**config.mk**
```make
export PLATFORM = sky130hd
export DESIGN_NAME = cie_core
export DESIGN_NICKNAME = d
export VERILOG_FILES = /design/src/cie_pkg.sv /design/src/cie_core.sv
export SDC_FILE = /design/constraint.sdc
export NUM_CORES = 1
export LEC_CHECK = 0
export ABC_CLOCK_PERIOD_IN_PS = 13100
export BUFFER_PORTS_ARGS = -buffer_cell sky130_fd_sc_hd__buf_2
export CAP_MARGIN = 40
export CORE_UTILIZATION = 58
export CTS_CLUSTER_DIAMETER = 40
export DETAILED_ROUTE_END_ITERATION = 10
export GPL_TIMING_DRIVEN = 1
export HOLD_SLACK_MARGIN = 0.03
export PLACE_DENSITY_LB_ADDON = 0.08
export SLEW_MARGIN = 10
export SYNTH_ARGS = -nofsm -noshare
export SYNTH_HDL_FRONTEND = slang
export SYNTH_SLANG_ARGS = --single-unit
```
**constraint.sdc**
```tcl
create_clock -name aclk -period 13.1 [get_ports aclk]
set_clock_uncertainty 0.15 [all_clocks]
set_input_delay 1.31 -clock aclk [delete_from_list [all_inputs] [get_ports aclk]]
set_output_delay 1.31 -clock aclk [all_outputs]
set_load 0.01 [all_outputs]
```
**src/cie_pkg.sv**
```systemverilog
// ------------------------------------------------------------
// Shared constants and types of the instruction executor
// ------------------------------------------------------------
package cie_pkg;

  // Bus geometry
  localparam int unsigned AXI_AW = 8;  // Byte address width
  localparam int unsigned AXI_DW = 32; // Data width

  // Register byte offsets
  localparam logic [7:0] OFS_INSTR  = 8'h00; // Issue an instruction
  localparam logic [7:0] OFS_WREG   = 8'h04; // Working accumulator
  localparam logic [7:0] OFS_STATUS = 8'h08; // Status flags
  localparam logic [7:0] OFS_OPTION = 8'h0c; // Option config, read only
  localparam logic [7:0] OFS_PC     = 8'h10; // Program counter
  localparam logic [7:0] OFS_STACK  = 8'h14; // stack_top_entry
  localparam logic [7:0] OFS_CORE   = 8'h18; // Core state, read only
  localparam logic [7:0] OFS_FILE   = 8'h80; // File registers 0..31

  // Instruction word fields
  localparam int unsigned OP_LSB = 12; // Opcode position
  localparam int unsigned OP_W   = 4;  // Opcode width
  localparam int unsigned D_BIT  = 8;  // Destination select bit

  // Status bit positions
  localparam int unsigned ST_C    = 0; // Carry
  localparam int unsigned ST_DCY  = 1; // digit_carry_flag
  localparam int unsigned ST_Z    = 2; // Zero
  localparam int unsigned ST_PWR  = 3; // powerdown_flag
  localparam int unsigned ST_TMO  = 4; // timeout_flag
  localparam int unsigned ST_WAKE = 7; // pin_change_wake_flag

  // Values after reset and write masks
  localparam logic [7:0] W_RST       = 8'h00;
  localparam logic [7:0] OPTION_RST  = 8'hff;
  localparam logic [7:0] STATUS_RST  = 8'h18;
  localparam logic [7:0] STATUS_MASK = 8'h87; // Software writable
  localparam logic [7:0] FILE_RST    = 8'h00;

  // Bus responses
  localparam logic [1:0] RESP_OKAY   = 2'b00;
  localparam logic [1:0] RESP_SLVERR = 2'b10;

  // Opcodes of the issued instruction word
  typedef enum logic [OP_W-1:0] {
    OP_IDLE = 4'h0, // idle_instr
    OP_LDL  = 4'h1, // load_literal_instr
    OP_OPT  = 4'h2, // Load option register
    OP_RET  = 4'h3, // return_literal_instr
    OP_SLP  = 4'h4, // Sleep
    OP_ROL  = 4'h5, // rotate_left_instr
    OP_ROR  = 4'h6, // rotate_right_instr
    OP_SUB  = 4'h7  // subtract_instr
  } cie_op_e;

  // Core states, one-hot
  typedef enum logic [2:0] {
    CS_RUN   = 3'b001, // Ready for the next instruction
    CS_FLUSH = 3'b010, // Discarding the prefetched word
    CS_SLEEP = 3'b100  // Oscillator stopped
  } cie_state_e;

  // Master to slave
  typedef struct packed {
    logic              awvalid;
    logic [AXI_AW-1:0] awaddr;
    logic              wvalid;
    logic [AXI_DW-1:0] wdata;
    logic [3:0]        wstrb;
    logic              bready;
    logic              arvalid;
    logic [AXI_AW-1:0] araddr;
    logic              rready;
  } cie_axil_req_s;

  // Slave to master
  typedef struct packed {
    logic              awready;
    logic              wready;
    logic              bvalid;
    logic [1:0]        bresp;
    logic              arready;
    logic              rvalid;
    logic [AXI_DW-1:0] rdata;
    logic [1:0]        rresp;
  } cie_axil_rsp_s;

endpackage

```
**src/cie_core.sv**
```systemverilog
// Function
// - Literal load writes W, flags untouched
// - Option load copies W, flags untouched
// - Return: W gets literal, PC gets stack
// - Return takes two cycles, prefetch discarded
// - Sleep clears watchdog counter and prescaler
// - Sleep sets timeout, clears powerdown, keeps wake
// - Sleep stops oscillator, no more instructions
// - Rotate left through carry, carry only
// - Rotate right through carry, carry only
// - File address 0..31, d picks destination
// - Subtract W from file, route, set flags
`timescale 1ns/10ps
module cie_core
  import cie_pkg::*;
#(
  parameter int unsigned FILE_DEPTH = 32, // File registers
  parameter int unsigned PC_W       = 9   // Program counter width
) (
  input  wire logic          aclk,
  input  wire logic          aresetn,
  input  wire cie_axil_req_s req,
  output cie_axil_rsp_s      rsp,
  input  wire logic          wake_req,
  output logic               watchdog_counter_clr,
  output logic               prescaler_clr,
  output logic               sleeping,
  output logic [7:0]         option_cfg
);

  // ------------------------------------------------------------
  // Bus slave state
  // ------------------------------------------------------------
  logic              aw_free_q; // Address slot empty
  logic              w_free_q;  // Data slot empty
  logic [AXI_AW-1:0] awaddr_q;  // Held write address
  logic [AXI_DW-1:0] wdata_q;   // Held write data
  logic [3:0]        wstrb_q;   // Held byte enables
  logic              bvalid_q;
  logic [1:0]        bresp_q;
  logic              ar_free_q; // Read address slot empty
  logic              rvalid_q;
  logic [AXI_DW-1:0] rdata_q;
  logic [1:0]        rresp_q;

  // Core state
  logic [7:0]        w_q;       // Working accumulator
  logic [7:0]        status_q;
  logic [7:0]        option_q;
  logic [PC_W-1:0]   pc_q;
  logic [PC_W-1:0]   stack_q;   // stack_top_entry
  logic [7:0]        file_q [FILE_DEPTH];
  cie_state_e        st_q;
  logic              wdog_clr_q;
  logic              pre_clr_q;

  // Outputs straight from flops
  assign rsp = '{awready: aw_free_q, wready: w_free_q,
                 bvalid: bvalid_q, bresp: bresp_q,
                 arready: ar_free_q, rvalid: rvalid_q,
                 rdata: rdata_q, rresp: rresp_q};
  assign watchdog_counter_clr = wdog_clr_q;
  assign prescaler_clr        = pre_clr_q;
  assign sleeping             = st_q[2];
  assign option_cfg           = option_q;

  // ------------------------------------------------------------
  // Write decode and instruction fields
  // ------------------------------------------------------------
  logic       commit;   // Both halves of a write present
  logic       sw_wr;    // Low byte lane enabled
  logic       exec;     // Instruction runs this cycle
  logic       wr_ok;    // Write lands somewhere
  logic       file_op;  // File register instruction
  logic       dest_f;   // Result goes to file register
  logic [4:0] fidx;     // File address
  logic [7:0] lit;      // Immediate operand
  logic [7:0] fsel;     // Selected file register
  logic       carry;
  cie_op_e    op;

  assign commit = !aw_free_q && !w_free_q && !bvalid_q;
  assign sw_wr  = commit && wstrb_q[0];
  assign op     = cie_op_e'(wdata_q[OP_LSB +: OP_W]);
  assign lit    = wdata_q[7:0];
  assign fidx   = wdata_q[4:0];
  assign dest_f = wdata_q[D_BIT];
  assign fsel   = file_q[fidx];
  assign carry  = status_q[ST_C];

  // Refused while flushing or asleep, so nothing runs then
  assign exec = commit && (awaddr_q == OFS_INSTR) && (&wstrb_q[1:0])
                && (st_q == CS_RUN)
                && (wdata_q[OP_LSB +: OP_W] <= OP_SUB);
  assign file_op = exec && (op == OP_ROL || op == OP_ROR ||
                            op == OP_SUB);

  // Register strobes from software
  logic sw_w, sw_st, sw_pc, sw_stk, sw_file;
  assign sw_w    = sw_wr && (awaddr_q == OFS_WREG);
  assign sw_st   = sw_wr && (awaddr_q == OFS_STATUS);
  assign sw_pc   = sw_wr && (awaddr_q == OFS_PC);
  assign sw_stk  = sw_wr && (awaddr_q == OFS_STACK);
  assign sw_file = sw_wr && awaddr_q[7];
  assign wr_ok   = exec || sw_w || sw_st || sw_pc || sw_stk || sw_file;

  // ------------------------------------------------------------
  // Arithmetic
  // ------------------------------------------------------------
  logic [8:0] sub_full; // Carry out is the no-borrow bit
  logic [4:0] sub_lo;   // Low nibble, for digit carry
  logic [7:0] alu_res;

  // Two's complement: f + ~W + 1
  assign sub_full = {1'b0, fsel} + {1'b0, ~w_q} + 9'h001;
  assign sub_lo   = {1'b0, fsel[3:0]} + {1'b0, ~w_q[3:0]} + 5'h01;

  // Result of the file register instructions
  always_comb begin
    unique case (op)
      OP_ROL:  alu_res = {fsel[6:0], carry};
      OP_ROR:  alu_res = {carry, fsel[7:1]};
      OP_SUB:  alu_res = sub_full[7:0];
      default: alu_res = fsel;
    endcase
  end

  // ------------------------------------------------------------
  // Write channels
  // ------------------------------------------------------------
  // Address and data slots fill in either order
  always_ff @(posedge aclk) begin
    if (!aresetn) begin
      aw_free_q <= 1'b1;
      w_free_q  <= 1'b1;
      awaddr_q  <= '0;
      wdata_q   <= '0;
      wstrb_q   <= '0;
    end else begin
      if (aw_free_q && req.awvalid) begin
        aw_free_q <= 1'b0;
        awaddr_q  <= req.awaddr;
      end else if (commit) begin
        aw_free_q <= 1'b1;
      end
      if (w_free_q && req.wvalid) begin
        w_free_q <= 1'b0;
        wdata_q  <= req.wdata;
        wstrb_q  <= req.wstrb;
      end else if (commit) begin
        w_free_q <= 1'b1;
      end
    end
  end

  // Write response; refused writes answer with an error
  always_ff @(posedge aclk) begin
    if (!aresetn) begin
      bvalid_q <= 1'b0;
      bresp_q  <= RESP_OKAY;
    end else if (commit) begin
      bvalid_q <= 1'b1;
      bresp_q  <= wr_ok ? RESP_OKAY : RESP_SLVERR;
    end else if (req.bready) begin
      bvalid_q <= 1'b0;
    end
  end

  // ------------------------------------------------------------
  // Read channel
  // ------------------------------------------------------------
  logic [AXI_DW-1:0] rd_data;
  logic              rd_ok;

  // Read mux; unmapped reads return zero with an error
  always_comb begin
    rd_data = '0;
    rd_ok   = 1'b1;
    if (req.araddr[7]) begin
      rd_data[7:0] = file_q[req.araddr[6:2]];
    end else begin
      unique case (req.araddr)
        OFS_INSTR:  rd_data = '0;
        OFS_WREG:   rd_data[7:0] = w_q;
        OFS_STATUS: rd_data[7:0] = status_q;
        OFS_OPTION: rd_data[7:0] = option_q;
        OFS_PC:     rd_data[PC_W-1:0] = pc_q;
        OFS_STACK:  rd_data[PC_W-1:0] = stack_q;
        OFS_CORE:   rd_data[2:0] = st_q;
        default:    rd_ok = 1'b0;
      endcase
    end
  end

  // Data is sampled when the address is taken
  always_ff @(posedge aclk) begin
    if (!aresetn) begin
      ar_free_q <= 1'b1;
      rvalid_q  <= 1'b0;
      rdata_q   <= '0;
      rresp_q   <= RESP_OKAY;
    end else if (ar_free_q && req.arvalid) begin
      ar_free_q <= 1'b0;
      rvalid_q  <= 1'b1;
      rdata_q   <= rd_data;
      rresp_q   <= rd_ok ? RESP_OKAY : RESP_SLVERR;
    end else if (rvalid_q && req.rready) begin
      ar_free_q <= 1'b1;
      rvalid_q  <= 1'b0;
    end
  end

  // ------------------------------------------------------------
  // Architectural registers
  // ------------------------------------------------------------
  // Working accumulator
  always_ff @(posedge aclk) begin
    if (!aresetn) begin
      w_q <= W_RST;
    end else if (sw_w) begin
      w_q <= wdata_q[7:0];
    end else if (exec && (op == OP_LDL || op == OP_RET)) begin
      w_q <= lit;
    end else if (file_op && !dest_f) begin
      w_q <= alu_res;
    end
  end

  // File registers; written back only when d is set
  always_ff @(posedge aclk) begin
    if (!aresetn) begin
      for (int i = 0; i < FILE_DEPTH; i++) begin
        file_q[i] <= FILE_RST;
      end
    end else if (sw_file) begin
      file_q[awaddr_q[6:2]] <= wdata_q[7:0];
    end else if (file_op && dest_f) begin
      file_q[fidx] <= alu_res;
    end
  end

  // Status flags; load, option and return leave them alone
  always_ff @(posedge aclk) begin
    if (!aresetn) begin
      status_q <= STATUS_RST;
    end else if (sw_st) begin
      status_q <= (status_q & ~STATUS_MASK) | (wdata_q[7:0] & STATUS_MASK);
    end else if (exec) begin
      unique case (op)
        OP_ROL: status_q[ST_C] <= fsel[7];
        OP_ROR: status_q[ST_C] <= fsel[0];
        OP_SUB: begin
          status_q[ST_C]   <= sub_full[8];
          status_q[ST_DCY] <= sub_lo[4];
          status_q[ST_Z]  <= (sub_full[7:0] == 8'h00);
        end
        OP_SLP: begin
          status_q[ST_TMO] <= 1'b1;
          status_q[ST_PWR] <= 1'b0;
        end
        default: ; // No flag changes
      endcase
    end
  end

  // Option register
  always_ff @(posedge aclk) begin
    if (!aresetn) begin
      option_q <= OPTION_RST;
    end else if (exec && op == OP_OPT) begin
      option_q <= w_q;
    end
  end

  // Program counter; every instruction but return steps by one
  always_ff @(posedge aclk) begin
    if (!aresetn) begin
      pc_q <= '0;
    end else if (sw_pc) begin
      pc_q <= wdata_q[PC_W-1:0];
    end else if (exec && op == OP_RET) begin
      pc_q <= stack_q;
    end else if (exec) begin
      pc_q <= pc_q + PC_W'(1);
    end
  end

  // Top of stack, loaded by software
  always_ff @(posedge aclk) begin
    if (!aresetn) begin
      stack_q <= '0;
    end else if (sw_stk) begin
      stack_q <= wdata_q[PC_W-1:0];
    end
  end

  // ------------------------------------------------------------
  // Core sequencing
  // ------------------------------------------------------------
  // Flush costs a cycle after return; sleep holds until wake
  always_ff @(posedge aclk) begin
    if (!aresetn) begin
      st_q <= CS_RUN;
    end else begin
      unique case (st_q)
        CS_RUN: begin
          if (exec && op == OP_RET) st_q <= CS_FLUSH;
          else if (exec && op == OP_SLP) st_q <= CS_SLEEP;
        end
        CS_FLUSH: st_q <= CS_RUN;
        CS_SLEEP: if (wake_req) st_q <= CS_RUN;
        default:  st_q <= CS_RUN; // Recover from a broken code
      endcase
    end
  end

  // One-cycle watchdog clear pulses on sleep entry
  always_ff @(posedge aclk) begin
    if (!aresetn) begin
      wdog_clr_q <= 1'b0;
      pre_clr_q <= 1'b0;
    end else begin
      wdog_clr_q <= exec && op == OP_SLP;
      pre_clr_q <= exec && op == OP_SLP;
    end
  end

  // ------------------------------------------------------------
  // Assertions
  // ------------------------------------------------------------
  logic [8:0]      chk_rl, chk_rr; // {new carry, result}
  logic [2:0]      chk_sub;        // {dc, z, c} by comparison
  logic [7:0]      sub_ref;
  logic            wake_flag;
  logic [PC_W-1:0] pc_inc;
  assign chk_rl    = {fsel, carry};
  assign chk_rr    = {fsel[0], carry, fsel[7:1]};
  assign chk_sub   = {fsel[3:0] >= w_q[3:0], fsel == w_q, fsel >= w_q};
  assign sub_ref   = fsel - w_q;
  assign wake_flag = status_q[ST_WAKE];
  assign pc_inc    = pc_q + PC_W'(1);
endmodule // cie_core

```
## Yosys cells after proc, flatten, opt, wreduce, memory -nomap -nowiden

Memory sizes are Yosys's and may differ from the RTL's. A register that Yosys moved wholly into a read port is not among the register bits.
Index checks and enable logic that the tools add are counted.

| cells by class | value |
|---|---|
| equal/unequal tests | 21 |
| order comparisons | 1 |
| muxes and demuxes | 50 |
| add/sub/neg operators | 5 |
| reduce and logical (&&, ||, !) cells | 56 |
| bitwise operators | 3 |

Operators by type and width:

| cell | count |
|---|---|
| 2-to-1 mux 8 bit | 6 |
| equality test 8 x 5 -> 1 bit, second input constant | 5 |
| 2-to-1 mux 5 bit | 6 |
| 2-to-1 mux 9 bit | 3 |
| one-hot mux 5 bit (5 select lines) | 1 |
| equality test 8 x 4 -> 1 bit, second input constant | 3 |
| logical NOT 8 bit | 3 |
| one-hot mux 8 bit (3 select lines) | 1 |
| logical AND 1 bit | 23 |
| 2-to-1 mux 1 bit | 22 |
| adder 9 x 1 -> 9 bit, second input constant | 2 |
| one-hot mux 3 bit (6 select lines) | 1 |
| equality test 4 x 3 -> 1 bit, second input constant | 4 |
| equality test 8 x 3 -> 1 bit, second input constant | 2 |
| OR reduction 8 bit | 2 |
| nonzero test 2 bit | 7 |
| AND reduction 2 bit | 5 |
| adder 8 x 8 -> 9 bit | 1 |
| 2-to-1 mux 3 bit | 3 |
| equality test 4 x 2 -> 1 bit, second input constant | 2 |
| logical OR 1 bit | 8 |
| 2-to-1 mux 2 bit | 4 |
| inverter 8 bit | 1 |
| OR 7 x 8 -> 8 bit | 1 |
| 16 further kinds | 20 |

| storage, ports and cells | value |
|---|---|
| memory bits (writable) | 256 |
| output and inout bits | 52 |
| memories | 1 |
| bits in registers | 113 |
| input bits | 60 |

Memory list:

| name | depth | width | read ports | clocked after memory_dff | write ports | RTL line | text |
|---|---|---|---|---|---|---|---|
| file_q | 32 | 8 | 2 | 1 | 32 | cie_core.sv:52 | `logic [7:0] file_q [FILE_DEPTH];` |

## Longest topological paths before layout

Gate-level depths: netlist of the first run.

| depth | value |
|---|---|
| depth after elaboration | 15 |
| mapped depth | 20 |
| depth with buffers taken out | 15 |

## Worst setup path after synthesis of the first run

OpenSTA, ideal clock, no wires.

| timing path | value |
|---|---|
| kind | reg-to-reg |
| from | register (tool-made name) |
| to | memory file_q[10][6] (data pin) |
| arrival time | 4.426 ns |
| slack | 8.257 ns |
| cell stages (with the launch flop) | 20 |
| path buffers | 5 |
| required time | 12.683 ns |
| setup time | 0.267 ns |
| cells stage by stage | dfxtp_1 buf_2 buf_2 buf_2 buf_2 mux4_2 a221oi_1 nand3_1 inv_1 ha_1 inv_1 fa_1 a21o_1 a21oi_1 o21ai_0 xor2_1 mux2i_1 a211o_1 clkbuf_1 nor2_1 |

RTL lines:

| item | RTL line |
|---|---|
| to (decl) | cie_core.sv:52 |

==> results of run 1 <==
## synth_stat cells (all sizes together), types with 11 or more instances
library cell / number / area, µm²
ha: 11 / 138
mux4: 124 / 2790
nand2: 152 / 586
mux2i: 62 / 621
clkbuf: 60 / 225
nor3: 24 / 136
nand3: 36 / 185
a21oi: 63 / 319
a22oi: 37 / 278
buf: 75 / 438
nand4: 13 / 143
dfxtp: 88 / 1760
o211ai: 15 / 118
a221oi: 12 / 105
nor2: 324 / 1220
inv: 16 / 60.1
edfxtp: 256 / 7690
o21ai: 26 / 130
## power by group through the flow
stage          Combinational [mW]  Sequential (mW)  Clock [mW]
2_1_floorplan               0.209             1.24           0
3_3_place_gp                0.280             1.26           0
3_5_place_dp                0.285             1.26           0
4_1_cts                     0.286             1.24        1.30
5_1_grt                     0.307             1.24        1.34
6_report                    0.291             1.24        1.29
## metal layers
layer  vias to the layer above  part of all wire [%]  track usage, %
li1                       5795                     -               -
met1                      6726                    38            49.1
met2                       837                    47            56.4
met3                       131                    11            7.97
met4                         8                   3.7            13.6
met5                         -                 0.089               0
## cell type report
cell class | count | area share, %
multi-input combinational | 1069 | 40.1
timing repair buffer | 87 | 2.51
tap | 396 | 2.45
clock inverter | 39 | 1.76
sequential | 344 | 46.7
clock buffer | 52 | 6.17
inverter | 17 | 0.315
## worst max-delay path by stage
| stage | endpoint | depth (start not counted) | start | slack [ps] |
|---|---|---|---|---|
| after detailed placement | file_q[10][6] | 17 | register | 6940 |
| after global placement | file_q[10][6] | 17 | register | 7020 |
| final | file_q[12][6] | 17 | register | 6790 |
| after global routing | file_q[12][6] | 17 | register | 6520 |
| after CTS | file_q[12][6] | 17 | register | 6880 |
| after floorplan | file_q[10][6] | 19 | register | 8260 |
## state kept, by name (all words and copies together) (netlist names), named ones only
signal / cells
ar_free_q: 1
aw_free_q: 1
awaddr_q: 8
bresp_q: 1
bvalid_q: 1
file_q: 256
option_cfg: 8
pc_q: 9
prescaler_clr: 1
rdata_q: 9
rresp_q: 1
rvalid_q: 1
st_q: 3
stack_q: 9
status_q: 6
w_free_q: 1
w_q: 8
wdata_q: 13
wstrb_q: 2
## cell families (layout without fill, tap and decap cells)
logic type / count (synthesis) / in the layout / share of synthesized area (%)
AO/OA/AOI/OAI: 209 / 209 / 7.90
XOR/XNOR: 12 / 12 / 0.579
adder cells (fa/ha/maj): 12 / 12 / 0.869
buffers and inverters: 152 / 195 / 4.01
flip-flops: 344 / 344 / 52.1
multiplexers: 196 / 196 / 19.4
other: 1 / 25 / 0.0207
AND/OR/NAND/NOR: 615 / 615 / 15.1
## cells in the final DEF (no fill, tap or decap), types with 6 or more instances in the layout
master	instances
a21oi_1	62
conb_1	25
mux2_2	10
nor3_1	22
nand2b_1	10
nand4_1	6
nand2_2	6
a22o_1	6
and2_1	7
dfxtp_1	86
a22oi_1	37
nand3_1	35
edfxtp_1	256
mux4_2	124
nand2_1	146
ha_1	11
buf_4	20
o21ai_0	26
a221oi_1	12
clkbuf_16	49
nor2b_1	9
xor2_1	10
o211ai_1	14
nor2_1	323
a211oi_1	7
mux2i_1	61
inv_6	10
clkinv_1	6
clkinv_2	6
inv_1	16
buf_2	66
## through the flow
step	setup slack, ps	cell area (µm²)
6_report	6790	20200
3_3_place_gp	7020	18600
2_1_floorplan	8260	18200
5_1_grt	6520	20200
4_1_cts	6880	20200
3_5_place_dp	6940	18600
## critical path, delay by kind of cell, from the launching register on
kind                     cells  cell delay, ps
multiplexers                 2             800
buffers and inverters        4            1310
flip-flops                   1             750
AO/OA/AOI/OAI                6            1890
adder cells (fa/ha/maj)      2             590
XOR/XNOR                     1             200
AND/OR/NAND/NOR              2             280
==> impl_metrics.ini, run 1 <==
[outcome]
status = finished clean

[worst_hold_path]
min_to = status_q[3]
hold_path_class = register to register
min_from = status_q[3]
hold_depth = 2

[logic_synthesis]
synth.avg_cell_area_um2 = 11.8
synth_seq_cells = 344
synth_enable_flop_cells = 256
ys.flop_type = edfxtp_1
synthArstFlopShare_pct = 0
netlist_area_um2 = 18100
syn_inst = 1541
synth_cell_types = 77
ys_seq_area_share_pct = 52.1
yosys_warnings = 0

[timing]
min_period_over_period_pct = 48.1
rsz0062_at_grt = false
slew_headroom_pct = 32.9
whs_ps = 303
hold_violations = 0
finalSetupViolCount = 0
worstMarginPinSlew_ps = 997
fmax_mhz = 159
setup_tns_ps = 0
period_minus_slack_ps = 6310
slew_violations = 0

[layout]
diodes = 0
syn2layout_area_growth_pct = 11.5
nFillCells = 2391
multi_input_area_um2 = 8110
stdcell_count = 2004
final_util_pct = 66.0
regArea_um2 = 9450
final_nets = 1640
drive_above_1_share_pct = 21.2

[floorplan]
row_count = 64
fp.dieH_um = 179
die_area_um2 = 32000
initial_core_util_pct = 59.2
fp.dieW_um = 179
io_pins = 112
core_area_um2 = 30700

[placement]
place_inst = 1913
routabilityCongestion = 0.952
hpwlAfterDp_um = 39400
io_buffers = 65

[setup_path]
worstRegToRegCells = 17
reg2reg_to = file_q[12][6]
critPathCaptureType = register
cp_cell_sequence = buf_4, mux4_2, a22o_1, a221oi_1, nand3_1, inv_1, ha_1, inv_1, fa_1, a21o_1, a21oi_1, o21ai_0, xor2_1, mux2i_1, a211o_1, buf_4, nor2_1
cp_max_fo = 50
max_stage_delay_ps = 750
cpMaxStageDelayCell = dfxtp_4
cp.required_ps = 13240
cp.arrival_ps = 6450
rrSetupSlack_ps = 6790
critPathKind = register to register
cp-start-kind = register

[power_and_ir_drop]
powerDensity_nw_per_um2 = 140
finalPower_mw = 2.83
p_int_mw = 2.08
seqPwrFrac_pct = 43.9
power_frac_comb_pct = 10.3
pwr-share-clk_pct = 45.8
switching_power_mw = 0.744
p_leak_nw = 7.03
ir_drop_uv = 135
swShare_pct = 26.3

[clock_network]
cts_buffer_depth = 3
path_clk_slew_ps = 60
cts-resized-gates = 0
cts.sinks = 344
clock_latency_ps = 570
cts.root.buffer_cell = clkbuf_16
htree_levels = 2
cts_tree = built
numCtsBuffers = 49
postCtsHoldBufs = 0
cts_setup_buffers = 0

[global_routing]
grt_pass1_wl_um = 81500
grt_max_degree = 61
grt_usage_pct = 36.0
antenna_found_initial = 5
grt_overflow_total = 0
grt_pass1_vias = 12500

[routing]
route.vias.total = 13500
drcViolationCount = 0
wl_um = 56100
drt_iter0_markers = 1892
postRouteAntennaNets = 0
wl_per_cell_um = 28.0
viasPerCell = 6.74
drtPass1Iterations = 6

[run]
max_cap_viol_count = 0
Power figures use the tool's default switching activity.
==> run 2: changes to the inputs <==
Settings changed: ABC_CLOCK_PERIOD_IN_PS 13100 to 6400.
Clock period 13.1 ns to 6.4 ns, I/O delays scaled along.
==> run 2 against run 1 <==
Effect of this change: hold slack worse by 130 ps; die area unchanged; critical path depth fell by 3; non-clock buffer count up 15; core utilization is 0.62 points higher; critical endpoint is now file_q[25][6]; largest cell class unchanged; largest power group unchanged.
==> impl_metrics.ini, run 2 (synthesis gave the netlist of run 1 again) <==
[floorplan]
die_area_um2 = 32000
initial_core_util_pct = 59.2
core_area_um2 = 30700
row_count = 64
fp.dieH_um = 179
io_pins = 112
fp.dieW_um = 179

[power_and_ir_drop]
finalPower_mw = 5.84
powerDensity_nw_per_um2 = 286
ir_drop_uv = 228
p_leak_nw = 7.13

[layout]
final_nets = 1655
drive_above_1_share_pct = 22.0
largest-register = file_q
top_regs = file_q x256, wdata_q x13
final_common_cell = nor2_1
nFillCells = 2305
syn2layout_area_growth_pct = 12.5
final_cell_mix = nor2_1, edfxtp_1, nand2_1, mux4_2, dfxtp_1
largest_reg_flops = 256
diodes = 0

[global_routing]
grt_overflow_total = 0
antenna_found_initial = 1
grt_pass1_wl_um = 83000
grt_pass1_vias = 12800
grt_usage_pct = 36.3
grt_max_degree = 61

[routing]
wl_per_cell_um = 28.2
viasPerCell = 6.77
wl_um = 56900
drcViolationCount = 0
route.vias.total = 13600
drt_iter0_markers = 2097
postRouteAntennaNets = 0
drtPass1Iterations = 8

[setup_path]
max_stage_delay_ps = 890
cp.arrival_ps = 5420
crit_family = multiplexers
cp_max_fo = 23
critPathKind = register to register
rrSetupSlack_ps = 1120
critPathCaptureType = register
cp.required_ps = 6540
cp_cell_sequence = buf_4, mux4_2, mux4_2, nand2_1, nand3_1, fa_1, a21o_1, a21oi_1, o21ai_0, xor2_1, mux2i_1, a211o_1, buf_4, nor2_1
cp-start-kind = register
crit_buf_inv = 2
cpMaxStageDelayCell = dfxtp_2

[clock_network]
path_clk_slew_ps = 60
cts.sinks = 344
postCtsHoldBufs = 0
htree_levels = 2
clock_latency_ps = 560
numCtsBuffers = 49
cts_setup_buffers = 0
cts_tree = built
cts-resized-gates = 0
cts_buffer_depth = 3
cts.root.buffer_cell = clkbuf_16

[timing]
hold_violations = 0
finalSetupViolCount = 0
rsz0062_at_grt = false
min_period_over_period_pct = 82.5
fmax_mhz = 189
slew_headroom_pct = 35.2
setup_tns_ps = 0
worstMarginPinSlew_ps = 962
period_minus_slack_ps = 5280
slew_violations = 0
whs_ps = 177

[outcome]
status = finished clean

[run]
max_cap_viol_count = 0

[placement]
routabilityCongestion = 0.988
io_buffers = 65
hpwlAfterDp_um = 41400

[worst_hold_path]
min_from = req[12]
hold_path_class = input pin to register
[run 2: per-stage QoR]
step | cell area, µm² | cells | setup slack (ps) | utilization [%]
global route | 20400 | 2016 | 869 | 66.6
finish | 20400 | 2016 | 1120 | 66.6
detailed placement | 18800 | 1927 | 1190 | 61.1
floorplan | 18200 | 1565 | 1560 | -
global placement | 18700 | 1921 | 1240 | 60.9
CTS | 20400 | 2015 | 1190 | 66.5
[run 2: power by group]
part | total [mW] | internal (mW) | switching (mW)
Clock | 2.69 | 1.61 | 1.08
Combinational | 0.601 | 0.236 | 0.365
Sequential | 2.55 | 2.46 | 0.0836
Total | 5.84 | 4.31 | 1.53
[run 2: final cells by class]
cell class                 count  area [µm²]  area share [%]
multi-input combinational   1069        8110            39.7
tap                          396         495            2.43
clock buffer                  51        1240            6.09
clock inverter                37         398            1.95
inverter                      17        63.8           0.312
timing repair buffer         102         659            3.23
sequential                   344        9450            46.3
[run 2: worst paths after layout]
check                  end  cells past startpoint
max          file_q[25][6]                     14
min             wstrb_q[1]                      3
max reg2reg  file_q[25][6]                     14
min reg2reg    status_q[3]                      2
[run 2: routing by layer]
metal,vias to the layer above,routed length (µm),GRT usage [%]
met5,-,0,0
met4,0,2270,13.3
met3,148,6000,6.28
met2,908,26400,56.8
met1,6763,22200,51.0
li1,5828,-,-
[run 2: worst register-to-register path, cell delays in order, from the launching register on]
cell     delay, ps
dfxtp_2        890
buf_4          340
mux4_2         560
mux4_2         470
nand2_1         90
nand3_1        210
fa_1           460
a21o_1         170
a21oi_1        320
o21ai_0        220
xor2_1         190
mux2i_1        280
a211o_1        220
buf_4          340
nor2_1         110
